File: src/logic/slc_consts.svh
// Offsets, field positions, reset values and timing counts of the synthesizer control block
`ifndef SLC_CONSTS_SVH
`define SLC_CONSTS_SVH
`define SLC_ADDR_INT        4'h1
`define SLC_ADDR_NUM        4'h2
`define SLC_ADDR_DEN        4'h3
`define SLC_ADDR_FUNC       4'h4
`define SLC_CALIBRATION_TIME_SEL_HI        19
`define SLC_CALIBRATION_TIME_SEL_LO        16
`define SLC_LDCNT_BIT       14
`define SLC_LDSEL_BIT       13
`define SLC_SPEEDUP_ENABLE_BIT      11
`define SLC_FAST_HI         10
`define SLC_FAST_LO         7
`define SLC_HIZ_BIT         6
`define SLC_DSM_BIT         5
`define SLC_MODE_HI         3
`define SLC_MODE_LO         2
`define SLC_LVL_HI          1
`define SLC_LVL_LO          0
`define SLC_CPN_HI          18
`define SLC_CPN_LO          16
`define SLC_CPB_HI          14
`define SLC_CPB_LO          12
`define SLC_FIELD_HI        11
`define SLC_WORD_RST        20'h00000
`define SLC_FAST_BASE       14'h01FF
`define SLC_FAST_STEP       14'h0200
`define SLC_CAL_OFS         15'h0006
`define SLC_CAL_MUL         15'h0008
`define SLC_CAL_ADD         15'h0003
`define SLC_LOCK_N0         5'h0F
`define SLC_LOCK_N1         5'h1F
`define SLC_UNLOCK_N0       5'h03
`define SLC_UNLOCK_N1       5'h07
`endif

File: src/logic/slc_pkg.sv
// Types of the synthesizer control block
package slc_pkg;
    typedef enum logic [1:0] {
        SLC_IDLE = 2'b00,
        SLC_CAL  = 2'b01,
        SLC_FAST = 2'b10,
        SLC_RUN  = 2'b11
    } slc_seq_e;
endpackage

File: src/logic/slc_synth_ctrl.sv
// Lock, calibration and fast-lock control of a fractional-N synthesizer
`timescale 1ns/100ps
`include "slc_consts.svh"
module slc_synth_ctrl (
    // Clock and reset
    input  wire logic        clk_sys_i,
    input  wire logic        rst_n_i,
    // Register write port
    input  wire logic        reg_wr_i,
    input  wire logic [3:0]  reg_addr_i,
    input  wire logic [19:0] reg_data_i,
    // Pins and comparator
    input  wire logic        power_down_n_i,
    input  wire logic        pfd_tick_i,
    input  wire logic        phase_good_i,
    input  wire logic        phase_raw_i,
    // Synthesizer settings
    output logic [11:0]      whole_divide_o,
    output logic [11:0]      numerator_value_o,
    output logic [11:0]      denominator_value_o,
    output logic             sigma_delta_enable_o,
    output logic [1:0]       local_mode_o,
    output logic [1:0]       local_out_level_o,
    output logic             local_port_enable_o,
    // Pump and oscillator control
    output logic [2:0]       pump_current_o,
    output logic             pump_tristate_o,
    output logic             tune_to_reference_o,
    output logic             calibrating_o,
    output logic             speedup_active_o,
    output logic             lock_indicator_o
);
    // Register storage and derived controls
    logic [19:0]        int_q, int_d, num_q, num_d, den_q, den_d, func_q, func_d;
    logic [11:0]        cnum_q, cnum_d, cden_q, cden_d;
    slc_pkg::slc_seq_e  seq_q, seq_d;
    logic [14:0]        cnt_q, cnt_d;
    logic               fast_q, fast_d;
    logic [4:0]         good_q, good_d, bad_q, bad_d;
    logic               dlock_q, dlock_d;
    logic               trig, cal_go;
    logic [2:0]         cur_d;
    logic               hiz_d, tune_d, lock_d;

    // Fast-lock terminal count from field
    function automatic logic [14:0] fast_term(input logic [3:0] f);
        fast_term = {1'b0, `SLC_FAST_BASE + 14'(f) * `SLC_FAST_STEP};
    endfunction

    // Calibration terminal count, one less than the length in comparison periods
    function automatic logic [14:0] cal_term(input logic [3:0] c);
        logic [14:0] p;
        p = 15'h0001 << c;
        cal_term = (`SLC_CAL_OFS + p) * `SLC_CAL_MUL + `SLC_CAL_ADD - 15'h0001;
    endfunction

    assign trig   = reg_wr_i && (reg_addr_i == `SLC_ADDR_INT);
    // Calibration only with mode high bit clear and the pin up
    assign cal_go = trig && power_down_n_i && !func_q[`SLC_MODE_HI];

    // Register writes and commit on integer write
    always_comb begin
        int_d  = int_q;
        num_d  = num_q;
        den_d  = den_q;
        func_d = func_q;
        cnum_d = cnum_q;
        cden_d = cden_q;
        if (reg_wr_i) begin
            unique case (reg_addr_i)
                `SLC_ADDR_INT: begin
                    int_d  = reg_data_i;
                    cnum_d = num_q[`SLC_FIELD_HI:0];
                    cden_d = den_q[`SLC_FIELD_HI:0];
                end
                `SLC_ADDR_NUM: num_d = reg_data_i;
                `SLC_ADDR_DEN: den_d = reg_data_i;
                `SLC_ADDR_FUNC: func_d = reg_data_i;
                default: ;
            endcase
        end
    end

    always_ff @(posedge clk_sys_i) begin
        if (!rst_n_i) begin
            int_q  <= `SLC_WORD_RST;
            num_q  <= `SLC_WORD_RST;
            den_q  <= `SLC_WORD_RST;
            func_q <= `SLC_WORD_RST;
            cnum_q <= 12'h000;
            cden_q <= 12'h000;
        end else begin
            int_q  <= int_d;
            num_q  <= num_d;
            den_q  <= den_d;
            func_q <= func_d;
            cnum_q <= cnum_d;
            cden_q <= cden_d;
        end
    end

    // Calibration and fast-lock sequencer
    always_comb begin
        seq_d  = seq_q;
        cnt_d  = cnt_q;
        fast_d = fast_q;
        if (!power_down_n_i) begin
            seq_d = slc_pkg::SLC_IDLE;
        end else if (trig) begin
            fast_d = func_q[`SLC_SPEEDUP_ENABLE_BIT];
            cnt_d  = 15'h0000;
            if (cal_go) begin
                seq_d = slc_pkg::SLC_CAL;
            end else begin
                seq_d = func_q[`SLC_SPEEDUP_ENABLE_BIT] ? slc_pkg::SLC_FAST : slc_pkg::SLC_RUN;
            end
        end else if (pfd_tick_i) begin
            unique case (seq_q)
                slc_pkg::SLC_IDLE: ;
                slc_pkg::SLC_CAL: begin
                    if (cnt_q >= cal_term(func_q[`SLC_CALIBRATION_TIME_SEL_HI:`SLC_CALIBRATION_TIME_SEL_LO])) begin
                        cnt_d = 15'h0000;
                        seq_d = fast_q ? slc_pkg::SLC_FAST : slc_pkg::SLC_RUN;
                    end else begin
                        cnt_d = cnt_q + 15'h0001;
                    end
                end
                slc_pkg::SLC_FAST: begin
                    if (cnt_q >= fast_term(func_q[`SLC_FAST_HI:`SLC_FAST_LO])) begin
                        seq_d = slc_pkg::SLC_RUN;
                    end else begin
                        cnt_d = cnt_q + 15'h0001;
                    end
                end
                slc_pkg::SLC_RUN: ;
            endcase
        end
    end

    always_ff @(posedge clk_sys_i) begin
        if (!rst_n_i) begin
            seq_q  <= slc_pkg::SLC_IDLE;
            cnt_q  <= 15'h0000;
            fast_q <= 1'b0;
        end else begin
            seq_q  <= seq_d;
            cnt_q  <= cnt_d;
            fast_q <= fast_d;
        end
    end

    // Digital lock detector with consecutive counts
    always_comb begin
        logic [4:0] n_lock;
        logic [4:0] n_loss;
        n_lock  = func_q[`SLC_LDCNT_BIT] ? `SLC_LOCK_N1 : `SLC_LOCK_N0;
        n_loss  = func_q[`SLC_LDCNT_BIT] ? `SLC_UNLOCK_N1 : `SLC_UNLOCK_N0;
        good_d  = good_q;
        bad_d   = bad_q;
        dlock_d = dlock_q;
        if (trig) begin
            good_d  = 5'h00;
            bad_d   = 5'h00;
            dlock_d = 1'b0;
        end else if (pfd_tick_i && seq_q != slc_pkg::SLC_CAL) begin
            if (phase_good_i) begin
                bad_d  = 5'h00;
                good_d = (good_q == n_lock) ? good_q : good_q + 5'h01;
                if (good_q + 5'h01 >= n_lock) begin
                    dlock_d = 1'b1;
                end
            end else begin
                good_d = 5'h00;
                bad_d  = (bad_q == n_loss) ? bad_q : bad_q + 5'h01;
                if (dlock_q && bad_q + 5'h01 >= n_loss) begin
                    dlock_d = 1'b0;
                end
            end
        end
    end

    always_ff @(posedge clk_sys_i) begin
        if (!rst_n_i) begin
            good_q  <= 5'h00;
            bad_q   <= 5'h00;
            dlock_q <= 1'b0;
        end else begin
            good_q  <= good_d;
            bad_q   <= bad_d;
            dlock_q <= dlock_d;
        end
    end

    // Output controls computed from state
    always_comb begin
        cur_d  = (seq_d == slc_pkg::SLC_FAST) ? num_d[`SLC_CPB_HI:`SLC_CPB_LO]
                                              : num_d[`SLC_CPN_HI:`SLC_CPN_LO];
        tune_d = (seq_d == slc_pkg::SLC_CAL);
        hiz_d  = func_d[`SLC_HIZ_BIT] || tune_d;
        lock_d = func_d[`SLC_LDSEL_BIT] ? phase_raw_i : dlock_d;
    end

    // Registered outputs
    always_ff @(posedge clk_sys_i) begin
        if (!rst_n_i) begin
            whole_divide_o       <= 12'h000;
            numerator_value_o    <= 12'h000;
            denominator_value_o  <= 12'h000;
            sigma_delta_enable_o <= 1'b0;
            local_mode_o         <= 2'h0;
            local_out_level_o    <= 2'h0;
            local_port_enable_o  <= 1'b0;
            pump_current_o       <= 3'h0;
            pump_tristate_o      <= 1'b0;
            tune_to_reference_o  <= 1'b0;
            calibrating_o        <= 1'b0;
            speedup_active_o     <= 1'b0;
            lock_indicator_o     <= 1'b0;
        end else begin
            whole_divide_o       <= int_d[`SLC_FIELD_HI:0];
            numerator_value_o    <= cnum_d;
            denominator_value_o  <= cden_d;
            sigma_delta_enable_o <= func_d[`SLC_DSM_BIT];
            local_mode_o         <= func_d[`SLC_MODE_HI:`SLC_MODE_LO];
            local_out_level_o    <= func_d[`SLC_LVL_HI:`SLC_LVL_LO];
            local_port_enable_o  <= (func_d[`SLC_MODE_HI:`SLC_MODE_LO] == 2'h1);
            pump_current_o       <= cur_d;
            pump_tristate_o      <= hiz_d;
            tune_to_reference_o  <= tune_d;
            calibrating_o        <= tune_d;
            speedup_active_o     <= (seq_d == slc_pkg::SLC_FAST);
            lock_indicator_o     <= lock_d;
        end
    end
endmodule // slc_synth_ctrl

File: config.mk
export PLATFORM = sky130hd
export DESIGN_NAME = slc_synth_ctrl
export DESIGN_NICKNAME = d
export VERILOG_FILES = /design/src/logic/slc_pkg.sv /design/src/logic/slc_synth_ctrl.sv
export VERILOG_INCLUDE_DIRS = /design/src /design/src/logic
export SDC_FILE = /design/constraint.sdc
export NUM_CORES = 1
export LEC_CHECK = 0
export BUFFER_PORTS_ARGS = -buffer_cell sky130_fd_sc_hd__buf_2
export CAP_MARGIN = 20
export CORE_UTILIZATION = 25
export CTS_CLUSTER_SIZE = 14
export DETAILED_ROUTE_END_ITERATION = 10
export PLACE_DENSITY = 0.49
export SYNTH_ARGS = -nofsm -noshare
export SYNTH_HDL_FRONTEND = slang
export SYNTH_SLANG_ARGS = --single-unit
File: constraint.sdc
create_clock -name clk_sys_i -period 3.45 [get_ports clk_sys_i]
set_input_delay 0.5175 -clock clk_sys_i [delete_from_list [all_inputs] [get_ports clk_sys_i]]
set_output_delay 0.5175 -clock clk_sys_i [all_outputs]
set_load 0.1 [all_outputs]
After elaboration in Yosys (flattened, before gate mapping)
Cells that the tools add are included.
- register bits after elaboration: 129
- output and inout port bits: 50
- add/subtract/negate cells: 7
- order comparisons: 4
- eq/ne operators: 15
- shift-type cells: 1
- muxes and demuxes: 31
- bitwise logic cells: 1
- reductions and logical operators: 18
- operators by type and width (operator ; count):
    $mux 15 ; 4
    $mux 19 ; 2
    $pmux 15 s2 ; 1
    $mux 14 ; 2
    $mux 5 ; 5
    $add 15x1->15 const B ; 1
    $add 15x2->15 const B ; 1
    $ge 15x14->1 ; 1
    $ge 15x15->1 ; 1
    $sub 15x1->15 const B ; 1
    $add 9x13->14 const A ; 1
    $reduce_and 2->1 ; 7
    $add 3x12->12 const A ; 1
    $mux 2 ; 6
    $shl 1x4->12 const A ; 1
    $add 5x1->5 const B ; 2
    $eq 4x2->1 const B ; 2
    $mux 1 ; 8
    $eq 2x1->1 const B ; 3
    $mux 3 ; 2
    $eq 5x3->1 ; 1
    $eq 5x5->1 ; 1
    $ge 5x3->1 ; 1
    $ge 5x5->1 ; 1
    15 further kinds ; 21

Logic depth before layout (Yosys ltp)
- depth in word-level cells: 12
- depth in mapped cells: 12
- gate-level depth less buffers: 11

Least setup slack after synthesis
Ideal clock, no wire load.
- path type: register -> register
- start: reg func_q[16]
- end: reg cnt_q[0]
- library setup time: 0.134 ns
- arrival: 2.549 ns
- slack: 0.766 ns
- stages on the path, launching flop included: 13
- buffers on the path: 1
- cell sequence: dfxtp_1 > nor2b_1 > nand2_1 > ha_1 > xnor2_1 > ha_1 > o21ai_0 > a211oi_1 > o2bb2ai_1 > o21ai_0 > a21oi_1 > buf_2 > nor3_1
- cells in the longest elaborated chain, start to end: 9
- RTL lines (what ; RTL line ; source):
    start: declaration ; slc_synth_ctrl.sv:34 ; logic [19:0] int_q, int_d, num_q, num_d, den_q, den_d, func_q, func_d;
    start signal: assignment ; slc_synth_ctrl.sv:89 ; func_q <= `SLC_WORD_RST;
    start signal: assignment ; slc_synth_ctrl.sv:96 ; func_q <= func_d;
    $shl 1x4->12 ; slc_synth_ctrl.sv:53 ; p = 15'h0001 << c;
    $add 3x12->12 (no source line) ; - ;
    $add 15x2->15 (no source line) ; - ;
    $sub 15x1->15 ; slc_synth_ctrl.sv:54 ; cal_term = (`SLC_CAL_OFS + p) * `SLC_CAL_MUL + `SLC_CAL_ADD - 15'h0001;
    $ge 15x15->1 ; slc_synth_ctrl.sv:121 ; if (cnt_q >= cal_term(func_q[`SLC_CALIBRATION_TIME_SEL_HI:`SLC_CALIBRATION_TIME_SEL_LO])) begin
    $mux 15 ; slc_synth_ctrl.sv:121 ;
    $pmux 15 s2 ; slc_synth_ctrl.sv:118 ; unique case (seq_q)
    $mux 15 ; slc_synth_ctrl.sv:117 ; end else if (pfd_tick_i) begin
    $mux 15 ; slc_synth_ctrl.sv:109 ; end else if (trig) begin
    end signal: assignment ; slc_synth_ctrl.sv:147 ; cnt_q <= cnt_d;
    end: declaration ; slc_synth_ctrl.sv:37 ; logic [14:0] cnt_q, cnt_d;
No other way between the ends. The select of a mux whose other input is x is not followed.
A chain may end at the register's enable or synchronous reset.

Final worst setup path
- start: reg func_q[16]
- end: reg pump_current_o[1]
- cells in the longest elaborated chain, start to end: 12
- RTL lines (what ; RTL line ; source):
    $shl 1x4->12 ; slc_synth_ctrl.sv:53 ;
    $add 3x12->12 (no source line) ; - ;
    $add 15x2->15 (no source line) ; - ;
    $sub 15x1->15 ; slc_synth_ctrl.sv:54 ;
    $ge 15x15->1 ; slc_synth_ctrl.sv:121 ;
    $mux 2 ; slc_synth_ctrl.sv:121 ;
    $pmux 2 s2 ; slc_synth_ctrl.sv:118 ;
    $mux 2 ; slc_synth_ctrl.sv:117 ;
    $mux 2 ; slc_synth_ctrl.sv:109 ;
    $mux 2 ; slc_synth_ctrl.sv:107 ; if (!power_down_n_i) begin
    $eq 2x2->1 ; slc_synth_ctrl.sv:196 ; cur_d = (seq_d == slc_pkg::SLC_FAST) ? num_d[`SLC_CPB_HI:`SLC_CPB_LO]
    $mux 3 ; slc_synth_ctrl.sv:196 ;
    end signal: assignment ; slc_synth_ctrl.sv:227 ; pump_current_o <= cur_d;
    end: declaration ; slc_synth_ctrl.sv:26 ; output logic [2:0] pump_current_o,
No other way between the ends.

==> flow_metrics.tcl <==
set metrics [dict create \
    drtIter0Drc 226 \
    route.detailed.drc 0 \
    grt_overflow 0 \
    slew_headroom_pct 33.0 \
    cp_slowest_cell "a2111oi_0" \
    fp.dieH_um 150 \
    routabilityCongestion 0.813 \
    cp.arrival_ns 3.38 \
    die_area_um2 22500 \
    fmax_mhz 328 \
    drv_slew 0 \
    hp-class "in -> reg" \
    grt_pass1_vias 4623 \
    area_growth_pct 22.9 \
    clk_latency_ns 0.41 \
    cts.sinks 120 \
    vias 4744 \
    power.leakage_nw 2.74 \
    worstPathCellList "nor2b_1, nand2_1, ha_1, xnor2_1, ha_1, o21ai_0, a211oi_1, a2bb2oi_1, a2111oi_0, nand4_1, a32oi_1" \
    startpoint_type "flop" \
    period_needed_ns 3.05 \
    dp_hpwl_um 10800 \
    fp.dieW_um 150 \
    drive_gt1_share_pct 17.5 \
    cpMostUsedCell "ha_1" \
    place_inst 991 \
    fin_setup_tns_ns 0 \
    htreeDepth 4 \
    seq_area_frac_synth_pct 44.0 \
    power_density_nw_per_um2 501 \
    antenna_found_initial 0 \
    hold_violations 0 \
    clk_pin_slew_ns 0.06 \
    fin_util_pct 31.6 \
    io_pins 81 \
    syn_nets 723 \
    start_util_pct 25.7 \
    numPortBuffers 79 \
    postSynthAreaPerCell_um2 8.23 \
    worstPathMaxFanout 6 \
    dpl_cell_area_um2 6110 \
    nFillCells 2324 \
    grt_pass1_wl_um 24400 \
    crit_cells 11 \
    worst_r2r_endpoint "pump_current_o[1]" \
    cts_buffers 17 \
    layout.cells.non_filler 1023 \
    r2r-start "func_q[16]" \
    stdcell_area_um2 6710 \
    yosysUniqueCellTypes 58 \
    antenna_left 0 \
    root_buffer "clkbuf_16" \
    cts_setup_buffers 0 \
    path_class "reg -> reg" \
    netlist_instances 664 \
    rr_worst_depth 11 \
    cp.required_ns 3.78 \
    setup_viol 0 \
    fin_nets 794 \
    viasPerCell 4.64 \
    avgRoutedWirePerCell_um 14.8 \
    synth_edf_count 0 \
    yosysWarningCount 0 \
    r2r_setup_slack_ns 0.40 \
    max_stage_delay_ns 0.49 \
    synth_seq_cells 120 \
    dominantRegCellSynth "dfxtp_1" \
    grtUsageTotal_pct 14.4 \
    clockBufferDepth 2 \
    core_um2 21200 \
    grt_setup_unrepaired "false" \
    cts_tree "done" \
    syn-cell-area_um2 5460 \
    antenna_cells 0 \
    fin_crit_sh_pct 88.5 \
    dr.pass1.iters 4 \
    tightest_slew_ns 1.00 \
    fp-row-count 53 \
    finClkSkew_ns 0.00714 \
    endpoint_kind "flop" \
    grt_max_degree 43 \
    drv_cap 0 \
    vdd_drop_max_v 0.000272 \
    cts_resized 0 \
    status "finished clean" \
    hold_buffers 0 \
    cp_top_family "compound AO/OA/AOI/OAI gates" \
    endpoint "pump_current_o[1]" \
    path_buf_inv 0 \
    critPathLaunch "func_q[16]" \
    wl_um 15100 \
    synthArstFlopShare_pct 0 \
]
==> kinds of logic after synthesis <==
| logic type | count (synthesis) | share of synthesized area [%] |
|---|---|---|
| mux | 22 | 4.03 |
| simple gates | 278 | 23.1 |
| fa+ha+maj | 28 | 6.41 |
| xor+xnor | 11 | 1.76 |
| buf+inv | 61 | 4.72 |
| flops | 120 | 44.0 |
| compound gates | 144 | 16.0 |
==> area by class of cell <==
cell class | count | area (um2) | share of cell area [%]
clock buffers | 20 | 457 | 6.80
clock inverters | 12 | 143 | 2.12
inverters | 23 | 86.3 | 1.29
multi-input cells | 483 | 2800 | 41.8
flip-flops and latches | 120 | 2400 | 35.8
well taps | 275 | 344 | 5.12
repair buffers | 90 | 478 | 7.12
==> placed cells by master, fill, tap and decap left out, types with 5 or more instances in the layout <==
| cell | instances |
|---|---|
| nor3_1 | 6 |
| o21ai_0 | 17 |
| nand2b_1 | 7 |
| nand3_1 | 24 |
| clkbuf_16 | 17 |
| or3_1 | 13 |
| nand4_1 | 8 |
| inv_1 | 22 |
| xnor2_1 | 7 |
| o31ai_1 | 5 |
| buf_2 | 79 |
| a211oi_1 | 13 |
| dfxtp_1 | 120 |
| mux2i_1 | 22 |
| buf_4 | 11 |
| ha_1 | 28 |
| nand2_1 | 148 |
| nor2_1 | 42 |
| nor2b_1 | 8 |
| a21oi_1 | 79 |
==> stage by stage <==
step	hold slack [ns]	worst slack, ns	total power [mW]
global placement	0.442	0.358	1.60
global route	0.355	0.0532	3.49
floorplan	0.432	0.766	1.53
CTS	0.333	0.345	3.42
finish	0.356	0.397	3.36
detailed placement	0.445	0.402	1.60
==> state kept, by name, summed over array words and instances (netlist names), 2 cells and up <==
register,cells
bad_q,5
func_q,17
good_q,5
den_q,12
seq_q,2
denominator_value_o,12
num_q,18
cnt_q,15
numerator_value_o,12
pump_current_o,3
int_q,12
==> synthesized netlist by cell type, types with 3 or more instances <==
cell type    n  area share, %
o31ai_1      5           0.69
nand2b_1     7           0.80
buf_4        5           0.69
o21ai_0     17            1.6
and3_1       3           0.34
xor2_1       4           0.64
or3_1       13            1.5
nor2b_1      8           0.92
nand2_1    148             10
a21oi_1     79            7.2
nor3_1       6           0.55
a32oi_1      3           0.48
dfxtp_1    120             44
or2_2        3           0.34
clkbuf_1    28            1.9
inv_1       22            1.5
nand4_1      8           0.92
xnor2_1      7            1.1
ha_1        28            6.4
a211oi_1    13            1.8
nand3_1     24            2.2
nor2_1      42            2.9
mux2i_1     22            4.0
==> where the power goes <==
group | switching, mW | leakage [nW] | internal, mW | total [mW]
Clock | 0.688 | 0.280 | 1.11 | 1.80
Combinational | 0.116 | 1.49 | 0.0411 | 0.157
Sequential | 0.00843 | 0.968 | 1.40 | 1.41
==> worst min-delay path by stage <==
stage	from	to	slack, ns	cells after the start
after detailed placement	numerator_value_o[1]	numerator_value_o[1]	0.44	2
final	reg_data_i[14]	func_q[14]	0.36	3
after CTS	reg_data_i[14]	func_q[14]	0.33	3
after global routing	phase_raw_i	lock_indicator_o	0.36	2
after global placement	denominator_value_o[8]	denominator_value_o[8]	0.44	2
after floorplan	den_q[0]	denominator_value_o[0]	0.43	2
==> worst register-to-register path, cell delays in order, from the launching register on <==
cell and delay, ns:
dfxtp_1 0.41, nor2b_1 0.27, nand2_1 0.11, ha_1 0.21, xnor2_1 0.13, ha_1 0.28
o21ai_0 0.08, a211oi_1 0.31, a2bb2oi_1 0.14, a2111oi_0 0.49, nand4_1 0.30, a32oi_1 0.24
==> layer usage <==
layer	routed length, um	global-route usage (%)
met1	7630	19.0
met2	6740	22.0
met3	602	3.57
met4	160	6.11
met5	0	0
Power figures use the tool's default switching activity.
